**src/design/tap_pkg.sv**
```systemverilog
// Constants and types shared by the test access port controller.
// Assumes a single system clock that oversamples the probe pins.
package tap_pkg;

    localparam int unsigned IR_W     = 4;
    localparam int unsigned TMS_RSTN = 5;

    // ------------------------------------------------------------
    // Instruction codes
    // ------------------------------------------------------------
    localparam logic [IR_W-1:0] IR_EXTEST = 4'h0;
    localparam logic [IR_W-1:0] IR_INTEST = 4'h1;
    localparam logic [IR_W-1:0] IR_SAMPLE = 4'h2;
    localparam logic [IR_W-1:0] IR_ABORT  = 4'h8;
    localparam logic [IR_W-1:0] IR_DPACC  = 4'ha;
    localparam logic [IR_W-1:0] IR_APACC  = 4'hb;
    localparam logic [IR_W-1:0] IR_IDCODE = 4'he;
    localparam logic [IR_W-1:0] IR_BYPASS = 4'hf;
    localparam logic [IR_W-1:0] IR_CAPT   = 4'h1;

    // Arbitrary identification value, bit 0 set as the standard demands
    localparam logic [31:0] IDCODE_VAL = 32'h0000_1001;

    typedef enum logic [3:0] {
        TLR  = 4'hf,
        RTI  = 4'hc,
        SDS  = 4'h7,
        CDR  = 4'h6,
        SHDR = 4'h2,
        E1DR = 4'h1,
        PDR  = 4'h3,
        E2DR = 4'h0,
        UDR  = 4'h5,
        SIS  = 4'h4,
        CIR  = 4'he,
        SHIR = 4'ha,
        E1IR = 4'h9,
        PIR  = 4'hb,
        E2IR = 4'h8,
        UIR  = 4'hd
    } tap_state_t;

endpackage : tap_pkg

```
**src/design/jtag_tap_controller.sv**
```systemverilog
// Test access port controller with instruction, bypass, identity and
// sample chains, and a FIFO that carries updated sample words outward.
// Assumes tck, tms, tdi arrive asynchronously and are oversampled by clk.
//
// Operation
// - Test reset low forces Test-Logic-Reset asynchronously and holds it there.
// - Entering Test-Logic-Reset loads the identity instruction.
// - Power-on reset also forces Test-Logic-Reset.
// - Mode select sampled at rising tck chooses the next state.
// - Five rising edges with mode select high reach Test-Logic-Reset.
// - Serial input sampled at rising tck enters the selected chain.
// - Serial output changes on falling tck.
// - Serial output undriven unless a chain is shifting out.
// - State picks instruction or data chain; instruction picks the data chain.
// - Unimplemented instruction codes act as bypass.
// - External and internal test instructions act as bypass and capture, shift and update no other chain.
// - Capture loads in parallel; shift moves one bit per tck toward output.
// - Update moves the chain into its parallel register, else held.
// - Stopped tck leaves state and registers unchanged, except the pending update word, which still drains into the FIFO.
// - The instruction chain is four bits wide.
// - Decoder knows bypass, identity, sample, both tests, and three debug codes.
// - Debug instructions steer the output multiplexer to the core controller.

// ----------------------------------------------------------------
// Shift-register FIFO: head entry is a flop, so outputs are registered
// ----------------------------------------------------------------
module tap_fifo #(
    parameter int unsigned W = 16,
    parameter int unsigned D = 32
) (
    input  wire logic         clk,
    input  wire logic         nrst,
    input  wire logic         in_valid,
    output logic              in_ready,
    input  wire logic [W-1:0] in_data,
    output logic              out_valid,
    input  wire logic         out_ready,
    output logic [W-1:0]      out_data
);
    typedef struct packed {
        logic [D-1:0][W-1:0] mem;
        logic [D-1:0]        vld;
    } fifo_t;

    fifo_t s;
    fifo_t next_s;
    logic  pop;
    logic  push;

    assign in_ready  = ~s.vld[D-1];
    assign out_valid = s.vld[0];
    assign out_data  = s.mem[0];
    assign pop       = s.vld[0] & out_ready;
    assign push      = in_valid & in_ready;

    always_comb
    begin
        next_s = s;
        for (int i = 0; i < D; i++)
        begin
            if (pop)
            begin
                next_s.mem[i] = (i < D - 1) ? s.mem[(i + 1) % D] : s.mem[i];
                next_s.vld[i] = (i < D - 1) ? s.vld[(i + 1) % D] : 1'b0;
            end
        end
        // Write the first free slot after any shift
        for (int i = D - 1; i >= 0; i--)
        begin
            if (push && !next_s.vld[i] && (i == 0 || next_s.vld[(i + D - 1) % D]))
            begin
                next_s.mem[i] = in_data;
                next_s.vld[i] = 1'b1;
            end
        end
    end

    always_ff @(posedge clk or negedge nrst)
    begin
        if (!nrst)
            s <= '0;
        else
            s <= next_s;
    end
endmodule : tap_fifo

// ----------------------------------------------------------------
// Top level
// ----------------------------------------------------------------
module jtag_tap_controller
    import tap_pkg::*;
#(
    parameter int unsigned BSR_W = 16,
    parameter int unsigned FIFO_D = 32
) (
    input  wire logic             clk,
    input  wire logic             nrst,
    input  wire logic             trst_n,
    input  wire logic             tck,
    input  wire logic             tms,
    input  wire logic             tdi,
    input  wire logic             core_tdo,
    input  wire logic [BSR_W-1:0] sample_in,
    output logic                  tdo,
    output logic                  tdo_oe,
    output logic                  tdo_sel,
    output logic [tap_pkg::IR_W-1:0] ir_out,
    output logic                  bnd_valid,
    input  wire logic             bnd_ready,
    output logic [BSR_W-1:0]      bnd_data
);
    import tap_pkg::*;

    typedef struct packed {
        logic [2:0]       tck_sy;
        logic [1:0]       tms_sy;
        logic [1:0]       tdi_sy;
        tap_state_t       tap;
        logic [IR_W-1:0]  ir_sh;
        logic [IR_W-1:0]  ir;
        logic             byp;
        logic [31:0]      id_sh;
        logic [BSR_W-1:0] bs_sh;
        logic             pend;
        logic [BSR_W-1:0] pend_data;
        logic             tdo;
        logic             tdo_oe;
        logic             tdo_sel;
    } state_t;

    localparam state_t RST_S = '{tap: TLR, ir: IR_IDCODE, ir_sh: IR_CAPT, default: '0};

    state_t s;
    state_t next_s;
    logic   arst_n;
    logic   rise;
    logic   fall;
    logic   in_ready;
    logic   sel_id;
    logic   sel_bs;
    logic   sel_core;
    logic   chain_lsb;

    // ------------------------------------------------------------
    // Next state of the port state machine
    // ------------------------------------------------------------
    // every path reaches reset within five high samples
    function automatic tap_state_t tap_next(input tap_state_t st, input logic m);
        case (st)
            TLR:     tap_next = m ? TLR  : RTI;
            RTI:     tap_next = m ? SDS  : RTI;
            SDS:     tap_next = m ? SIS  : CDR;
            CDR:     tap_next = m ? E1DR : SHDR;
            SHDR:    tap_next = m ? E1DR : SHDR;
            E1DR:    tap_next = m ? UDR  : PDR;
            PDR:     tap_next = m ? E2DR : PDR;
            E2DR:    tap_next = m ? UDR  : SHDR;
            UDR:     tap_next = m ? SDS  : RTI;
            SIS:     tap_next = m ? TLR  : CIR;
            CIR:     tap_next = m ? E1IR : SHIR;
            SHIR:    tap_next = m ? E1IR : SHIR;
            E1IR:    tap_next = m ? UIR  : PIR;
            PIR:     tap_next = m ? E2IR : PIR;
            E2IR:    tap_next = m ? UIR  : SHIR;
            UIR:     tap_next = m ? SDS  : RTI;
            default: tap_next = TLR;
        endcase
    endfunction : tap_next

    // either reset forces the start state
    assign arst_n = nrst & trst_n;

    // Edges come from the settled sync stages only
    assign rise = s.tck_sy[1] & ~s.tck_sy[2];
    assign fall = ~s.tck_sy[1] & s.tck_sy[2];

    // decode; every other code falls to bypass
    assign sel_id   = (s.ir == IR_IDCODE);
    assign sel_bs   = (s.ir == IR_SAMPLE);
    assign sel_core = (s.ir == IR_APACC) | (s.ir == IR_DPACC) | (s.ir == IR_ABORT);

    // state picks the IR chain, instruction picks the DR chain
    always_comb
    begin
        chain_lsb = s.byp;
        if (s.tap == SHIR)
            chain_lsb = s.ir_sh[0];
        else if (sel_id)
            chain_lsb = s.id_sh[0];
        else if (sel_bs)
            chain_lsb = s.bs_sh[0];
    end

    always_comb
    begin
        next_s = s;
        next_s.tck_sy = {s.tck_sy[1:0], tck};
        next_s.tms_sy = {s.tms_sy[0], tms};
        next_s.tdi_sy = {s.tdi_sy[0], tdi};
        if (s.pend && in_ready)
            next_s.pend = 1'b0;
        // nothing below moves without a tck edge
        if (rise)
        begin
            // next state from sampled mode select
            next_s.tap = tap_next(s.tap, s.tms_sy[1]);
            // load on the edge that enters reset, so no stale code is seen there
            if (next_s.tap == TLR)
                next_s.ir = IR_IDCODE;
            case (s.tap)
                CIR:
                    next_s.ir_sh = IR_CAPT;
                SHIR:
                    next_s.ir_sh = {s.tdi_sy[1], s.ir_sh[IR_W-1:1]};
                UIR:
                    next_s.ir = s.ir_sh;
                CDR:
                begin
                    next_s.byp = 1'b0;
                    if (sel_id)
                        next_s.id_sh = IDCODE_VAL;
                    if (sel_bs)
                        next_s.bs_sh = sample_in;
                end
                // bypass shifts under every instruction, identity and sample chains only when selected; test modes use bypass
                SHDR:
                begin
                    next_s.byp = s.tdi_sy[1];
                    if (sel_id)
                        next_s.id_sh = {s.tdi_sy[1], s.id_sh[31:1]};
                    if (sel_bs)
                        next_s.bs_sh = {s.tdi_sy[1], s.bs_sh[BSR_W-1:1]};
                end
                // updated sample word queued to the boundary cells
                UDR:
                begin
                    if (sel_bs)
                    begin
                        next_s.pend      = 1'b1;
                        next_s.pend_data = s.bs_sh;
                    end
                end
                default:
                    next_s.tap = next_s.tap;
            endcase
        end
        // output side moves on the falling edge
        if (fall)
        begin
            next_s.tdo_oe  = (s.tap == SHDR) | (s.tap == SHIR);
            next_s.tdo_sel = sel_core;
            next_s.tdo     = 1'b0;
            if (next_s.tdo_oe)
                next_s.tdo = (sel_core && s.tap == SHDR) ? core_tdo : chain_lsb;
        end
    end

    always_ff @(posedge clk or negedge arst_n)
    begin
        if (!arst_n)
            s <= RST_S;
        else
            s <= next_s;
    end

    // ------------------------------------------------------------
    // Outward queue: a full queue holds the pending word, so one
    // further update before it drains replaces it
    // ------------------------------------------------------------
    tap_fifo #(
        .W (BSR_W),
        .D (FIFO_D)
    ) u_fifo (
        .clk       (clk),
        .nrst      (nrst),
        .in_valid  (s.pend),
        .in_ready  (in_ready),
        .in_data   (s.pend_data),
        .out_valid (bnd_valid),
        .out_ready (bnd_ready),
        .out_data  (bnd_data)
    );

    assign tdo     = s.tdo;
    assign tdo_oe  = s.tdo_oe;
    assign tdo_sel = s.tdo_sel;
    assign ir_out  = s.ir;

    // ------------------------------------------------------------
    // Checks
    // ------------------------------------------------------------
    logic [2:0] hi_cnt;

    always_ff @(posedge clk or negedge arst_n)
    begin
        if (!arst_n)
            hi_cnt <= 3'h0;
        else if (rise)
            hi_cnt <= !s.tms_sy[1] ? 3'h0 : (hi_cnt == 3'h7 ? hi_cnt : hi_cnt + 3'h1);
    end
endmodule : jtag_tap_controller

```
**config.mk**
```make
export PLATFORM = sky130hd
export DESIGN_NAME = jtag_tap_controller
export DESIGN_NICKNAME = d
export VERILOG_FILES = /design/src/design/tap_pkg.sv /design/src/design/jtag_tap_controller.sv
export SDC_FILE = /design/constraint.sdc
export NUM_CORES = 1
export LEC_CHECK = 0
export BUFFER_PORTS_ARGS = -buffer_cell sky130_fd_sc_hd__buf_4
export CAP_MARGIN = 20
export CELL_PAD_IN_SITES_DETAIL_PLACEMENT = 1
export CELL_PAD_IN_SITES_GLOBAL_PLACEMENT = 1
export CORE_AREA = 4 4 345 211
export DETAILED_ROUTE_END_ITERATION = 8
export DIE_AREA = 0 0 349 215
export PLACE_DENSITY_LB_ADDON = 0.25
export SYNTH_ARGS = -nofsm -noshare
export SYNTH_HDL_FRONTEND = slang
export SYNTH_SLANG_ARGS = --single-unit
```
**constraint.sdc**
```tcl
create_clock -name clk -period 3.2 [get_ports clk]
set_clock_uncertainty 0.1 [all_clocks]
set_input_delay 0.16 -clock clk [delete_from_list [all_inputs] [get_ports clk]]
set_output_delay 0.16 -clock clk [all_outputs]
set_load 0.1 [all_outputs]
```
# Yosys cells after proc, flatten, opt, wreduce, memory -nomap -nowiden
# Cells that the tools add are included.
dict set report classes {
  order_cmp 0
  n_eq_ne 25
  mul 0
  mux 157
  bitwise 11
  shift 0
  div_mod_pow 0
  addsub 0
  reduce_logical 141
}
# cell count
set op_table {}
lappend op_table {{$mux 16} 64}
lappend op_table {{$pmux 49 s2} 1}
lappend op_table {{$mux 1} 71}
lappend op_table {{$reduce_bool 2->1} 34}
lappend op_table {{$logic_and 1x1->1} 65}
lappend op_table {{$mux 32} 2}
lappend op_table {{$eq 4x4->1 const B} 13}
lappend op_table {{$mux 17} 3}
lappend op_table {{$pmux 4 s12} 1}
lappend op_table {{$logic_not 1->1} 32}
lappend op_table {{$eq 4x3->1 const B} 4}
lappend op_table {{$mux 4} 4}
lappend op_table {{$eq 4x2->1 const B} 3}
lappend op_table {{$mux 2} 6}
lappend op_table {{$mux 3} 4}
lappend op_table {{$ne 2x2->1 const B} 4}
lappend op_table {{$pmux 4 s2} 1}
lappend op_table {{$reduce_and 4->1} 2}
lappend op_table {{$reduce_and 2->1} 3}
lappend op_table {{$and 1x1->1} 5}
lappend op_table {{$eq 4x1->1 const B} 1}
lappend op_table {{$logic_not 4->1} 1}
lappend op_table {{$reduce_or 2->1} 2}
lappend op_table {{$not 1->1} 3}
lappend op_table {{3 further kinds} 5}
dict set report totals {
  latch_bits 0
  mem_bits_ro 0
  mem_count 0
  regBits 632
  output_inout_bits 24
  ramBits 0
}

# Longest topological paths before layout
dict set report logic_depth {
  word_depth 7
  depth_mapped 8
  mapped_depth_nobuf 4
}

# Cells and area by module
# From an unflattened synthesis, not the netlist that was laid out.
dict set report unflattened {
  cells_unflattened 2426
  area_unflattened_um2 26590.5
}
# module cells_each instances area_each_um2 seq_area_each_um2
set modules_own_cells {}
lappend modules_own_cells {tap_fifo 2068 1 22741.8 13613.1}
lappend modules_own_cells {jtag_tap_controller 358 1 3848.7 2212.1}

# Least setup slack after synthesis
# OpenSTA, ideal clock, no wires.
dict set report synth_path {
  path_type {reg-to-reg}
  from {reg u_fifo.s, in the netlist u_fifo.out_valid}
  to {reg u_fifo.s[213] (netlist bit)}
  n_path_buf 2
  period_less_slack_ps 2486
  path_slack_ps 714
  t_arrival_ps 2261
  required_time_ps 2975
  path_stages_with_launch 7
  setup_ps 125
  cell_sequence {dfrtp_1 and2_4 buf_4 nor2_1 o21ai_2 buf_6 mux2_2}
}
dict set report synth_via {
  elab_chain_cells 6
  elab_cells_between_ends 8
}
# item line_no
set synth_lines {}
lappend synth_lines {{from (decl)} jtag_tap_controller.sv:45} ;# fifo_t s;
lappend synth_lines {{from (signal assigned)} jtag_tap_controller.sv:83} ;# s <= next_s;
lappend synth_lines {{$and 1x1->1 *} jtag_tap_controller.sv:53} ;# assign pop = s.vld[0] & out_ready;
lappend synth_lines {{$mux 1} jtag_tap_controller.sv:61} ;# if (pop)
lappend synth_lines {{$logic_not 1->1} jtag_tap_controller.sv:70} ;# if (push && !next_s.vld[i] && (i == 0 || next_s.vld[(i + D - 1) % D]))
lappend synth_lines {{$logic_and 1x1->1 (2 in a row)} jtag_tap_controller.sv:70}
lappend synth_lines {{$mux 16 or $reduce_bool 2->1 (tied branches)} -}
# Every way passes the cells marked *; elsewhere a longest branch is shown, timed or not.
# A chain may end at the register's enable or synchronous reset.

# Worst setup path in the final report
dict set report layout_path {
  from {reg u_fifo.s, in the netlist u_fifo.out_valid}
  to {reg u_fifo.s[107] (netlist bit)}
}
# The elaborated chain is that of the path after synthesis.

==> impl_metrics.tcl <==
set metrics [dict create \
    outcome "completed" \
    syn_to_final_growth_pct 9.61 \
    finalSetupViolCount 0 \
    synth.yosys.seq_area_share_pct 51.0 \
    io_buffers 47 \
    critPathCaptureType "register" \
    ys_ff_latch 632 \
    syn_area_mm2 0.0311 \
    fmax_mhz 365 \
    io_pins 48 \
    cts_sinks 632 \
    ys_async_sr_fraction_pct 100 \
    whs_ns 0.0857 \
    grt_max_degree 198 \
    yosys-top-cells-area "dfrtp_1, nand2_1, mux2_2" \
    crit_required_ns 3.67 \
    cp-start-kind "register" \
    hold_start "tck" \
    ctsHoldBuffers 25 \
    cp-startpoint "u_fifo.out_valid" \
    hpwl_um 46700 \
    fin_nets 3247 \
    critical_path_class "reg2reg" \
    numCtsBuffers 59 \
    crit_fanout 158 \
    maxSlewViolCount 0 \
    tightest_slew_ns 1.07 \
    rsz0062_at_grt "no" \
    antenna_found_initial 0 \
    synth_nets 3306 \
    cts_tree "yes" \
    fin_tns_setup_ns 0 \
    grt_pass1_wl_um 129000 \
    cap_violations 0 \
    netlist.area_leader.share_pct 50.3 \
    hold_violations 0 \
    fin_crit_ns 2.74 \
    htree_levels 2 \
    wl_per_cell_um 18.4 \
    core_area_mm2 0.0695 \
    cts-root-buf "clkbuf_16" \
    via_count 22100 \
    overflow 0 \
    report.power.total_w 0.0183 \
    dr.pass1.iters 9 \
    slew_headroom_pct 29.0 \
    hold_path_class "in2reg" \
    timing.final.crit_share_pct 85.6 \
    p_leak_nw 18.6 \
    grt_pass1_vias 24100 \
    cp.arrival_ns 3.21 \
    synthCells 3282 \
    r2r-start "u_fifo.out_valid" \
    place_congestion 0.736 \
    die_y_um 215 \
    power_density_mw_per_mm2 538 \
    start_util_pct 44.7 \
    clk_latency_ns 0.63 \
    synth.distinct_cells 50 \
    ant_nets 0 \
    yosysTopAreaCell "dfrtp_1" \
    grt_usage_pct 20.7 \
    cts_resized 0 \
    rows 75 \
    drt_iter0_markers 1641 \
    dieArea_mm2 0.0750 \
    drcViolationCount 0 \
    ir_drop_mv 0.415 \
    cts_setup_buffers 0 \
    syn-mean-instance-area_um2 9.46 \
    wl_um 77100 \
    synth_edf_count 0 \
    cts.clk_slew.worst_paths_ns 0.07 \
    drive_above_1_share_pct 22.9 \
    cts_max_path_buffers 3 \
    synthFlopType "dfrtp_1" \
    ys_warn_count 0 \
    die_w_um 349 \
    vias_per_cell 5.27 \
]
==> cells by family (layout without fill, tap and decap cells) <==
logic type | after synthesis | count (layout) | share of synthesized area [%]
compound gates | 171 | 171 | 3.89
buf+inv | 284 | 272 | 4.91
flops | 632 | 632 | 51.0
mux | 546 | 546 | 19.6
other cells | 0 | 1 | 0
simple gates | 1649 | 1649 | 20.6
==> flip-flops by register name, summed over array words and instances (netlist names) <==
register	flops
tdo_oe	1
s	77
tdo_sel	1
u_fifo.s	527
ir_out	4
u_fifo.out_valid	1
u_fifo.out_data	16
tdo	1
next_s	4
==> through the flow <==
step	setup WS, ns	std cells	utilization (%)	cell area (um2)
2_1_floorplan	0.203	3282	-	31100
4_1_cts	0.160	4192	48.9	34000
5_1_grt	0.310	4194	49.0	34000
6_report	0.460	4195	49.0	34000
3_3_place_gp	0.348	4059	45.7	31800
3_5_place_dp	0.183	4059	45.7	31800
==> layout by cell type (no fill, tap or decap), types with 6 or more instances in the layout <==
cell           netlist  routed
nand2_1           1516    1516
dfrtp_1            624     615
mux2_2             491     491
buf_4               32      93
o21ai_0             89      89
nor2_1              61      60
clkbuf_16            0      59
mux2i_1             48      48
nand2b_1            38      38
inv_1               33      33
a222oi_1            27      27
dlygate4sd3_1        0      25
o21ai_2             22      22
clkbuf_1            84      14
clkinv_2             0      14
clkbuf_8             0      13
buf_12               0      10
dfrtp_2              0       9
dfstp_2              8       8
mux2_1               7       7
nand3_1              6       6
bufinv_16            0       6
==> routing by layer <==
| layer | GRT usage (%) | vias up | wire length [um] |
|---|---|---|---|
| met1 | 30.8 | 11300 | 38300 |
| li1 | - | 10500 | - |
| met2 | 32.6 | 221 | 35100 |
| met5 | 0 | - | 0 |
| met3 | 2.82 | 93 | 2280 |
| met4 | 4.34 | 0 | 1400 |
==> path summary, 6_finish.rpt <==
kind | to | slack, ns | cells past startpoint
setup / recovery | u_fifo.s[107] | 0.46 | 6
hold / removal | next_s[86] | 0.09 | 2
setup reg to reg | u_fifo.s[107] | 0.46 | 6
hold reg to reg | next_s[87] | 0.25 | 0
max in group asynchronous | s[78] | 1.06 | 5
min in group asynchronous | s[62] | 0.12 | 3
==> Yosys cell counts, drive strengths merged, types with 2 or more instances <==
library cell and instances:
dfstp 8, a222oi 27, nand2b 38, buf 167, mux2 498, nor3 3
nand2 1519, nand3 6, nand4 2, mux2i 48, a21oi 7, nand4b 2
a21o 2, nor2 61, dfrtp 624, a22oi 3, nor4b 2, inv 33
a31oi 2, and2 3, o21ai 116, nor2b 3, nand3b 4, o22a 3
clkbuf 84, nor3b 2, o22ai 2, o211ai 2
==> where the power goes <==
group | total (W) | switching [W] | internal [W]
Sequential | 0.00931 | 0.00104 | 0.00827
Combinational | 0.00164 | 0.00117 | 0.000470
Clock | 0.00736 | 0.00319 | 0.00417
Total | 0.0183 | 0.00540 | 0.0129
==> cell type report <==
type,count,area [um2]
Fill cell,7872,35500
Sequential cell,632,15800
Multi-Input combinational cell,2366,13800
Clock buffer,86,1710
Timing Repair Buffer,131,1190
Tap cell,924,1160
Clock inverter,22,267
Inverter,33,124
Antenna cell,1,2.50
==> critical path, cell delays in order (launching register included) <==
cell and delay (ns):
dfrtp_1 0.59, and2_4 0.34, buf_4 0.48, buf_12 0.50, nand2_1 0.16, nand2_1 0.11
mux2_2 0.15
Note: power is estimated with default switching activity, not from simulation.
